## config.mk

```make
export PLATFORM = sky130hd
export DESIGN_NAME = pdsp_top
export DESIGN_NICKNAME = d
export VERILOG_FILES = /design/src/hw/pdsp_pkg.sv /design/src/hw/pdsp_pad.sv /design/src/hw/pdsp_top.sv
export VERILOG_INCLUDE_DIRS = /design/src /design/src/hw
export SDC_FILE = /design/constraint.sdc
export NUM_CORES = 1
export LEC_CHECK = 0
export ABC_AREA = 1
export BUFFER_PORTS_ARGS = -buffer_cell sky130_fd_sc_hd__buf_2
export CORE_MARGIN = 5
export CORE_UTILIZATION = 50
export DETAILED_ROUTE_END_ITERATION = 8
export PLACE_DENSITY = 0.89
export SETUP_SLACK_MARGIN = 0.15
export SYNTH_ARGS = -nofsm -noshare
export SYNTH_HDL_FRONTEND = slang
export SYNTH_SLANG_ARGS = --single-unit
```

## constraint.sdc

```tcl
create_clock -name REF_CLK -period 3.6 [get_ports REF_CLK]
set_clock_uncertainty 0.15 [all_clocks]
set_input_delay 0.54 -clock REF_CLK [delete_from_list [all_inputs] [get_ports REF_CLK]]
set_output_delay 0.54 -clock REF_CLK [all_outputs]
set_load 0.005 [all_outputs]
```

## src/hw/pdsp_consts.svh

```systemverilog
`ifndef PDSP_CONSTS_SVH
`define PDSP_CONSTS_SVH
// status codes driven on the processor status lines
`define PDSP_ST_CONTINUE 4'h0
`define PDSP_ST_BEGIN 4'h1
`define PDSP_ST_USER 4'h3
`define PDSP_ST_PULSE 4'h4
`define PDSP_ST_BRANCH 4'h5
`define PDSP_ST_RTE 4'h7
`define PDSP_ST_XFER_BASE 4'h8
`define PDSP_ST_EXCEPT 4'hC
`define PDSP_ST_EMU 4'hD
`define PDSP_ST_STOP 4'hE
`define PDSP_ST_HALT 4'hF
// test select bit meaning background debug
`define PDSP_SEL_DEBUG 1'b1
`endif

```

## src/hw/pdsp_pkg.sv

```systemverilog
package pdsp_pkg;
	// event classes reported by the core, one per cycle
	typedef enum logic [3:0] {
		PDSP_EV_NONE,
		PDSP_EV_BEGIN,
		PDSP_EV_USER,
		PDSP_EV_PULSE,
		PDSP_EV_BRANCH,
		PDSP_EV_RTE,
		PDSP_EV_XFER,
		PDSP_EV_EXCEPT,
		PDSP_EV_EMU,
		PDSP_EV_STOP,
		PDSP_EV_HALT
	} pdsp_event_t;
	typedef enum logic {PDSP_IDLE, PDSP_SHIFT} pdsp_state_t;
endpackage

```

## src/hw/pdsp_pad.sv

```systemverilog
`timescale 1ns/1ns
// output pad enable: scan control beats force-float, force-float is async
module pdsp_pad #(
	parameter int W = 4
) (
	input wire logic scan_active,
	input wire logic scan_oe,
	input wire logic force_high_impedance_n,
	input wire logic func_oe,
	output logic [W-1:0] oe
);
	genvar i;
	generate
		for (i = 0; i < W; i++) begin : g_oe
			// combinational so the float needs no clock edge
			assign oe[i] = scan_active ? scan_oe :
				(force_high_impedance_n & func_oe);
		end
	endgenerate
endmodule

```

## src/hw/pdsp_top.sv

```systemverilog
`timescale 1ns/1ns
`include "pdsp_consts.svh"
// How it works
// - status lines change on core clock edges
// - status clock is held high out of reset and never toggles
// - 0000 continue, 0001 begin, 0011 user
// - 0100 pulse, 0101 branch, 0111 return
// - 1000-1011 announce 1 to 4 byte transfers
// - 1100 except, 1101 emulator, 1110 stop, 1111 halt
// - codes 1100-1111 may hold many cycles
// - drive nibble bus with data and breakpoints
// - core clock times nibble and status lines
// - force-float input floats outputs asynchronously
// - scan control wins over force-float
// - scan pins shared, select bit 0 chooses
module pdsp_top (
	input wire logic REF_CLK,
	input wire logic RST,
	input wire pdsp_pkg::pdsp_event_t EVENT_KIND,
	input wire logic [1:0] XFER_BYTES_M1,
	input wire logic [31:0] XFER_DATA,
	input wire logic [3:0] BREAK_STATUS,
	input wire logic BREAK_VALID,
	input wire logic [2:0] TEST_SELECT,
	input wire logic FORCE_HIGH_IMPEDANCE_N,
	input wire logic SCAN_OE,
	input wire logic XFER_READY_IN,
	output logic XFER_BUSY,
	output logic STATUS_CLOCK_OUT,
	output logic [3:0] PROCESSOR_STATUS_LINES,
	output logic [3:0] DEBUG_DATA_NIBBLE,
	output logic [3:0] STATUS_OE,
	output logic [3:0] NIBBLE_OE,
	output logic SCAN_MODE
);
	// transfer shifter state
	pdsp_pkg::pdsp_state_t state_r;
	logic [31:0] shift_r;
	logic [2:0] left_r;
	logic shifting;

	// status and mode decoding
	logic [3:0] status_nxt;
	logic [3:0] xfer_code;
	logic debug_sel;
	logic accept_xfer;
	logic scan_active;
	logic func_oe_r;

	// select bit 0 picks debug or scan; bits 2,1 assumed low
	assign debug_sel = (TEST_SELECT[0] == `PDSP_SEL_DEBUG);
	assign scan_active = ~debug_sel;
	assign shifting = (state_r == pdsp_pkg::PDSP_SHIFT);
	assign accept_xfer = (EVENT_KIND == pdsp_pkg::PDSP_EV_XFER) &&
		!shifting && debug_sel;

	// announce code: base plus byte count minus one
	assign xfer_code = `PDSP_ST_XFER_BASE | {2'b00, XFER_BYTES_M1};

	// status encoder, held codes simply repeat each cycle
	always_comb begin
		status_nxt = `PDSP_ST_CONTINUE;
		unique case (EVENT_KIND)
			pdsp_pkg::PDSP_EV_NONE: begin
				status_nxt = `PDSP_ST_CONTINUE;
			end
			pdsp_pkg::PDSP_EV_BEGIN: begin
				status_nxt = `PDSP_ST_BEGIN;
			end
			pdsp_pkg::PDSP_EV_USER: begin
				status_nxt = `PDSP_ST_USER;
			end
			pdsp_pkg::PDSP_EV_PULSE: begin
				status_nxt = `PDSP_ST_PULSE;
			end
			pdsp_pkg::PDSP_EV_BRANCH: begin
				status_nxt = `PDSP_ST_BRANCH;
			end
			pdsp_pkg::PDSP_EV_RTE: begin
				status_nxt = `PDSP_ST_RTE;
			end
			pdsp_pkg::PDSP_EV_XFER: begin
				// busy shifter: the transfer is not announced
				if (accept_xfer) begin
					status_nxt = xfer_code;
				end
			end
			pdsp_pkg::PDSP_EV_EXCEPT: begin
				status_nxt = `PDSP_ST_EXCEPT;
			end
			pdsp_pkg::PDSP_EV_EMU: begin
				status_nxt = `PDSP_ST_EMU;
			end
			pdsp_pkg::PDSP_EV_STOP: begin
				status_nxt = `PDSP_ST_STOP;
			end
			pdsp_pkg::PDSP_EV_HALT: begin
				status_nxt = `PDSP_ST_HALT;
			end
			default: begin
				status_nxt = `PDSP_ST_CONTINUE; // illegal codes
			end
		endcase
	end

	// status lines registered on the core clock
	always_ff @(posedge REF_CLK) begin
		if (RST) begin
			PROCESSOR_STATUS_LINES <= `PDSP_ST_CONTINUE;
		end else begin
			PROCESSOR_STATUS_LINES <= status_nxt;
		end
	end

	// status clock: low in reset, then held high; it does not toggle
	always_ff @(posedge REF_CLK) begin
		if (RST) begin
			STATUS_CLOCK_OUT <= 1'b0;
		end else begin
			STATUS_CLOCK_OUT <= 1'b1;
		end
	end

	// transfer sequencer: idle until accepted, shift until last nibble
	always_ff @(posedge REF_CLK) begin
		if (RST) begin
			state_r <= pdsp_pkg::PDSP_IDLE;
		end else begin
			unique case (state_r)
				pdsp_pkg::PDSP_IDLE: begin
					if (accept_xfer) begin
						state_r <= pdsp_pkg::PDSP_SHIFT;
					end
				end
				pdsp_pkg::PDSP_SHIFT: begin
					if (left_r == 3'h0) begin
						state_r <= pdsp_pkg::PDSP_IDLE;
					end
				end
			endcase
		end
	end

	// transfer word, next nibble always at the bottom
	always_ff @(posedge REF_CLK) begin
		if (RST) begin
			shift_r <= 32'h0000_0000;
		end else if (accept_xfer) begin
			shift_r <= XFER_DATA;
		end else if (shifting) begin
			shift_r <= {4'h0, shift_r[31:4]};
		end
	end

	// nibbles left after the current one, 2N-1 at start
	always_ff @(posedge REF_CLK) begin
		if (RST) begin
			left_r <= 3'h0;
		end else if (accept_xfer) begin
			left_r <= {XFER_BYTES_M1, 1'b1};
		end else if (shifting && left_r != 3'h0) begin
			left_r <= left_r - 3'h1;
		end
	end

	// nibble bus: transfer data, else breakpoint status
	always_ff @(posedge REF_CLK) begin
		if (RST) begin
			DEBUG_DATA_NIBBLE <= 4'h0;
		end else if (state_r == pdsp_pkg::PDSP_SHIFT) begin
			DEBUG_DATA_NIBBLE <= shift_r[3:0];
		end else if (BREAK_VALID) begin
			DEBUG_DATA_NIBBLE <= BREAK_STATUS;
		end else begin
			DEBUG_DATA_NIBBLE <= 4'h0;
		end
	end

	// busy flag back to the core
	always_ff @(posedge REF_CLK) begin
		if (RST) begin
			XFER_BUSY <= 1'b0;
		end else begin
			XFER_BUSY <= accept_xfer ||
				(state_r == pdsp_pkg::PDSP_SHIFT && left_r != 3'h0);
		end
	end

	// functional pad enable follows the debug selection
	always_ff @(posedge REF_CLK) begin
		if (RST) begin
			func_oe_r <= 1'b0;
		end else begin
			func_oe_r <= debug_sel;
		end
	end

	// mode flag seen by the board
	always_ff @(posedge REF_CLK) begin
		if (RST) begin
			SCAN_MODE <= 1'b0;
		end else begin
			SCAN_MODE <= scan_active;
		end
	end

	// pad enables; the force-float path stays combinational
	pdsp_pad #(.W(4)) u_status_pad (
		.scan_active(scan_active),
		.scan_oe(SCAN_OE),
		.force_high_impedance_n(FORCE_HIGH_IMPEDANCE_N),
		.func_oe(func_oe_r),
		.oe(STATUS_OE)
	);
	pdsp_pad #(.W(4)) u_nibble_pad (
		.scan_active(scan_active),
		.scan_oe(SCAN_OE),
		.force_high_impedance_n(FORCE_HIGH_IMPEDANCE_N),
		.func_oe(func_oe_r),
		.oe(NIBBLE_OE)
	);

	logic unused_ok;
	assign unused_ok = XFER_READY_IN ^ TEST_SELECT[2] ^ TEST_SELECT[1];
endmodule

```

==> impl_metrics.ini, run 1 <==
[timing]
slew_viol_final = 0
worstMarginPinSlew_ns = 0.475
finalHoldWorstSlack_ns = 0.282
hold_viol_final = 0
post-route-min-period_ns = 1.82
maxClockFrequency_mhz = 548
finalSetupViolations = 0
rsz0062_at_grt = no
timing.setup.tns_ns = 0
worst_slew_margin_rel_pct = 68.3
finalWorstSetupSlack_ns = 1.78
final_min_period_over_clock_period_pct = 50.7

[synth]
count_of_flip_flops_with_a_built_in_enable_after_synthesis = 0
ys_top_cells_by_count = sky130_fd_sc_hd__nand2_1 (138), sky130_fd_sc_hd__dfxtp_1 (48), sky130_fd_sc_hd__nand3_1 (40)
synth.cell_area_um2 = 2300
synth.most_common_cell = sky130_fd_sc_hd__nand2_1
synth_top_cell_by_area = sky130_fd_sc_hd__dfxtp_1
ys_top_cells_by_area = sky130_fd_sc_hd__dfxtp_1 (42%), sky130_fd_sc_hd__nand2_1 (23%), sky130_fd_sc_hd__nand3_1 (8.7%)
synth_fa_ha_area_share_pct = 1.09
synth.mux.area_fraction_pct = 0
ys_async_sr_fraction_pct = 0
synth.yosys.warnings = 0
synthFlopType = sky130_fd_sc_hd__dfxtp_1
syn_nets = 385
synth_xor_area_share_pct = 0.381
syn_inst = 332
ys_seq_elements = 48
synth.lib_cells_used.distinct = 21
synth-seq-area-share_pct = 41.8
synth_compound_gate_area_share_pct = 5.01
syn_area_per_cell_um2 = 6.92
synth.top_cell.area_share_pct = 41.8
combinational_family_with_the_most_area_after_synthesis = simple AND/OR/NAND/NOR gates
synthSimpleGateAreaFrac_pct = 42.4

[placed_design]
detailed_place_hpwl_um = 3540
gp_routability_congestion = 0.777
io_buffers = 66
post_dp_cell_area_um2 = 2580
placed_insts = 428
post-place-ws_ns = 1.44

[power_and_ir_drop]
total_leakage_power_nw = 1.41
vdd.ir_drop.worst_mv = 0.220
powerDensity_nw_per_um2 = 370
design_power_total_mw = 0.989

[die]
start_util_pct = 52.0
design.die.area_um2 = 6050
design.core.area_um2 = 4410
die_height_um = 77.8
dieWidth_um = 77.8
pin_count = 70
fp-row-count = 24

[final_layout]
n_antenna_cell = 0
fin_nets = 436
final_cell_area_um2 = 2670
drive_gt1_share_pct = 22.1
post-route-util_pct = 60.5
layout.cells.non_filler = 436
area.growth.synth_to_final_pct = 16.3

[drt]
drt_first_pass_iters = 4
detail_route.vias_per_cell = 5.14
route.final.wire_length_um = 5230
first_iter_violations = 159
num_vias = 2241
dr_wl_met2_um = 2610
wl_met3_um = 375
drcViolationCount = 0
drtAntennaViolNets = 0
top_layer_used = met4
drt-wirelength-per-cell_um = 12.0
met1_routed_wirelength_after_detailed_routing_um = 2190

[critical_path]
critical_path.cell_chain = buf_2, inv_1, nor2_2, nand3_4, nand2_4, inv_2, nand2_1, nand2_1
timing.critical_path.required_ns = 3.65
worst_setup_path_end_kind = flop
path_common_cell = sky130_fd_sc_hd__nand2_1
r2r-start = shifting
critical_path.top_delay_family = simple AND/OR/NAND/NOR gates
critical_path_origin = EVENT_KIND[2]
start_kind = input port
worst-setup-path-type = in -> reg
critical_path_peak_fanout = 37
cp_max_stage_delay_ns = 0.35
critPathArrivalTime_ns = 1.88
critical_path.slowest_cell = sky130_fd_sc_hd__nand3_4
timing.critical_path.buf_inv = 3

[clocking]
cts_hold_buf = 0
cts.htree.levels = 2
clock_path_buffers = 2
ctsResizeCount = 0
cts.clk_slew.worst_paths_ns = 0.08
worst_skew_pair.late_latency_ns = 0.30
postCtsSetupBuffers = 0
cts.root.buffer_cell = sky130_fd_sc_hd__clkbuf_8
cts_made_buffers = 5
clock_sinks = 48
tritoncts_clock_tree = yes

[min_path]
worst_hold_path_type = in -> reg
worstHoldStart = TEST_SELECT[0]

[global_route]
grt_pass1_vias = 2111
maximum_number_of_pins_on_one_net_before_global_route_repair = 38
grt_antenna_before_repair = 0
gr-usage-all-layers_pct = 17.9
overflow = 0
wire_length_of_the_first_global_routing_pass_um = 9070

[job]
maxCapViolCount = 0

[status]
run_status = completed
-- worst reg2reg max path: stages, from the launching register on --
cell	delay [ns]
sky130_fd_sc_hd__dfxtp_1	0.33
sky130_fd_sc_hd__nor2_2	0.17
sky130_fd_sc_hd__nand3_4	0.35
sky130_fd_sc_hd__nand2_4	0.23
sky130_fd_sc_hd__inv_2	0.22
sky130_fd_sc_hd__nand2_1	0.14
sky130_fd_sc_hd__nand2_1	0.05
-- cell families after synthesis --
group,after synthesis
compound gates,22
xor+xnor,1
fa+ha+maj,2
buf+inv,44
flops,48
simple gates,215
-- sequential cells by signal, summed over array words and instances (netlist names) --
name	flops
shift_r	32
XFER_BUSY	1
left_r	3
DEBUG_DATA_NIBBLE	4
func_oe_r	1
STATUS_CLOCK_OUT	1
SCAN_MODE	1
PROCESSOR_STATUS_LINES	4
shifting	1
-- report_power, final --
part           leakage [nW]  switching, mW  total, mW  internal [mW]
Clock                0.0510          0.175      0.329          0.153
Combinational         0.973         0.0626      0.110         0.0471
Sequential            0.390        0.00545      0.551          0.546
Total                  1.41          0.243      0.989          0.746
-- final cells by class --
type / count / area, um2
Clock buffer: 6 / 82.6
Inverter: 18 / 67.6
Tap cell: 52 / 65.1
Fill cell: 421 / 1740
Timing Repair Buffer: 70 / 360
Multi-Input combinational cell: 240 / 1120
Sequential cell: 48 / 961
Clock inverter: 2 / 10.0
-- final timing paths --
path,to,slack [ns],depth (start not counted)
setup / recovery,shift_r[8],1.78,8
hold / removal,SCAN_MODE,0.28,2
setup reg to reg,shift_r[8],1.87,6
hold reg to reg,shift_r[7],0.31,2
-- routing by layer --
metal,global-route usage [%],vias to the layer above
li1,-,1149
met1,21.5,1013
met3,4.75,7
met4,5.15,0
met5,0,-
met2,31.1,72
-- cells in the final DEF, fill, tap and decap left out, drive strengths merged --
| cell | synthesis | final |
|---|---|---|
| nand2 | 139 | 139 |
| clkbuf | 8 | 6 |
| ha | 2 | 2 |
| dfxtp | 48 | 48 |
| buf | 18 | 70 |
| o21ai | 6 | 6 |
| xor2 | 1 | 1 |
| a21oi | 12 | 12 |
| nand3 | 41 | 41 |
| o22ai | 4 | 4 |
| inv | 17 | 17 |
| nor2 | 11 | 11 |
| nand3b | 24 | 24 |
| clkinv | 1 | 3 |
Power figures use the tool's default switching activity.
==> run 2, diff against run 1 <==
--- a/config.mk
+++ b/config.mk
@@ -9,9 +9,9 @@
 export ABC_AREA = 1
 export BUFFER_PORTS_ARGS = -buffer_cell sky130_fd_sc_hd__buf_2
 export CORE_MARGIN = 5
-export CORE_UTILIZATION = 50
+export CORE_UTILIZATION = 46
 export DETAILED_ROUTE_END_ITERATION = 8
-export PLACE_DENSITY = 0.89
+export PLACE_DENSITY = 0.87
 export SETUP_SLACK_MARGIN = 0.15
 export SYNTH_ARGS = -nofsm -noshare
 export SYNTH_HDL_FRONTEND = slang
==> constraint.sdc (replaced) <==
create_clock -name REF_CLK -period 1.5 [get_ports REF_CLK]
set_clock_uncertainty 0.15 [all_clocks]
set_input_delay 0.225 -clock REF_CLK [delete_from_list [all_inputs] [get_ports REF_CLK]]
set_output_delay 0.225 -clock REF_CLK [all_outputs]
set_load 0.005 [all_outputs]
==> impl_metrics.ini, run 2 (synthesis gave the netlist of run 1 again) <==
[status]
run_status = completed

[critical_path]
worst_r2r_path_depth = 7
r2r-start = shifting
critical_path.slowest_cell = sky130_fd_sc_hd__dfxtp_1
timing.critical_path.required_ns = 1.12
r2r-end = shift_r[8]
start_kind = flop
worst_setup_path_end_kind = output port
cp_max_stage_delay_ns = 0.31
critical_path_peak_fanout = 8
worst-setup-path-type = reg -> out
critPathArrivalTime_ns = 0.92
worst-r2r-setup-slack_ns = 0.21
critical_path.cell_chain = nand3_1, nand2_2, buf_2

[timing]
rsz0062_at_grt = yes
hold_viol_final = 0
final_min_period_over_clock_period_pct = 86.5
finalSetupViolations = 0
slew_viol_final = 0
maxClockFrequency_mhz = 771
worstMarginPinSlew_ns = 0.342
post-route-min-period_ns = 1.30
finalHoldWorstSlack_ns = 0.0146
worst_slew_margin_rel_pct = 77.2
finalWorstSetupSlack_ns = 0.203
timing.setup.tns_ns = 0

[drt]
drtAntennaViolNets = 0
drcViolationCount = 0
detail_route.vias_per_cell = 5.00
drt-wirelength-per-cell_um = 11.9
num_vias = 2313
drt_first_pass_iters = 4
route.final.wire_length_um = 5490
first_iter_violations = 152

[power_and_ir_drop]
total_leakage_power_nw = 1.48
vdd.ir_drop.worst_mv = 0.523
combinational_power_share_pct = 12.3
internal_cell_power_mw = 1.82
power.share.switching_pct = 24.4
powerDensity_nw_per_um2 = 849
p_sw_mw = 0.588
clkPwrFrac_pct = 32.9
seq_power_share_pct = 54.9

[clocking]
cts_made_buffers = 5
worst_skew_pair.late_latency_ns = 0.30
cts.htree.levels = 2
clock_path_buffers = 2
clock_sinks = 48
tritoncts_clock_tree = yes
cts.clk_slew.worst_paths_ns = 0.09
cts.root.buffer_cell = sky130_fd_sc_hd__clkbuf_8

[global_route]
maximum_number_of_pins_on_one_net_before_global_route_repair = 35
grt_pass1_vias = 2153
gr-usage-all-layers_pct = 17.2
overflow = 0
wire_length_of_the_first_global_routing_pass_um = 8950
grt_antenna_before_repair = 0

[die]
design.die.area_um2 = 6510
fp-row-count = 25
pin_count = 70
design.core.area_um2 = 4790
die_height_um = 80.7
dieWidth_um = 80.7
start_util_pct = 48.0

[final_layout]
largest-register = shift_r
drive_gt1_share_pct = 25.3
area.growth.synth_to_final_pct = 23.6
num-fill-cells = 413
leading_cell_type_in_the_layout_fill_and_taps_excluded = sky130_fd_sc_hd__nand2_1
fin_nets = 448
most-common-layout-cells = sky130_fd_sc_hd__nand2_1 (136), sky130_fd_sc_hd__buf_2 (66), sky130_fd_sc_hd__dfxtp_1 (46)
n_antenna_cell = 0
top_regs = shift_r x32, DEBUG_DATA_NIBBLE x4, PROCESSOR_STATUS_LINES x4
largest_register_ffs = 32

[min_path]
worst_hold_path_type = in -> reg
hold_path_end = STATUS_CLOCK_OUT
worstHoldStart = RST
whs_path_depth = 2

[placed_design]
detailed_place_hpwl_um = 3880
post-place-ws_ns = 0.0872
io_buffers = 66
gp_routability_congestion = 0.820

[job]
maxCapViolCount = 0
==> run 2: through the flow <==
| step | power, mW | utilization [%] | std cells | area, um2 |
|---|---|---|---|---|
| floorplan | 1.52 | - | 332 | 2300 |
| global placement | 1.63 | 56.3 | 452 | 2700 |
| detailed placement | 1.64 | 56.3 | 452 | 2700 |
| CTS | 2.42 | 58.5 | 461 | 2800 |
| global route | 2.51 | 59.3 | 463 | 2840 |
| finish | 2.41 | 59.3 | 463 | 2840 |
==> run 2: timing repair <==
action,in CTS,in global routing
gates resized for setup,2,9
setup buffers,0,2
hold endpoints to repair,1,0
pin swaps,0,2
hold buffers,1,0
endpoints found under the setup margin,15,29
==> run 2: per-layer routing <==
layer  share of wire [%]  track usage, %  wire length, um  vias to the layer above
li1                    -               -                -                     1177
met1                  43            21.1             2380                     1022
met2                  46            28.7             2510                      103
met3                 9.2            3.92              504                       11
met4                 1.8            7.43               99                        0
met5                   0               0                0                        -
==> run 2: final cells by class <==
type | instances | area (um2) | share of cell area (%)
Tap cell | 67 | 83.8 | 2.95
Sequential cell | 48 | 963 | 33.9
Clock buffer | 8 | 90.1 | 3.17
Multi-Input combinational cell | 240 | 1130 | 40.0
Timing Repair Buffer | 82 | 497 | 17.5
Inverter | 18 | 71.3 | 2.51
==> run 2: worst max-delay path by stage <==
stage                   from           end  depth (start not counted)
3_5_place_dp   EVENT_KIND[1]     left_r[2]                          8
5_1_grt            left_r[0]     left_r[1]                         10
2_1_floorplan       shifting   shift_r[19]                          8
6_report           func_oe_r  NIBBLE_OE[3]                          3
3_3_place_gp   EVENT_KIND[3]     left_r[1]                          9
4_1_cts            left_r[0]     left_r[1]                         10
==> run 2: critical path, delay by kind of cell (launching register included) <==
kind	cells	cell delay (ns)
simple gates	2	0.18
flops	1	0.31
buf+inv	1	0.13
==> run 2: power groups by stage <==
stage / registers, mW / logic, mW / clock network, mW
global route: 1.33 / 0.328 / 0.853
CTS: 1.32 / 0.290 / 0.806
global placement: 1.35 / 0.279 / 0
finish: 1.32 / 0.296 / 0.792
floorplan: 1.35 / 0.164 / 0
detailed placement: 1.35 / 0.286 / 0
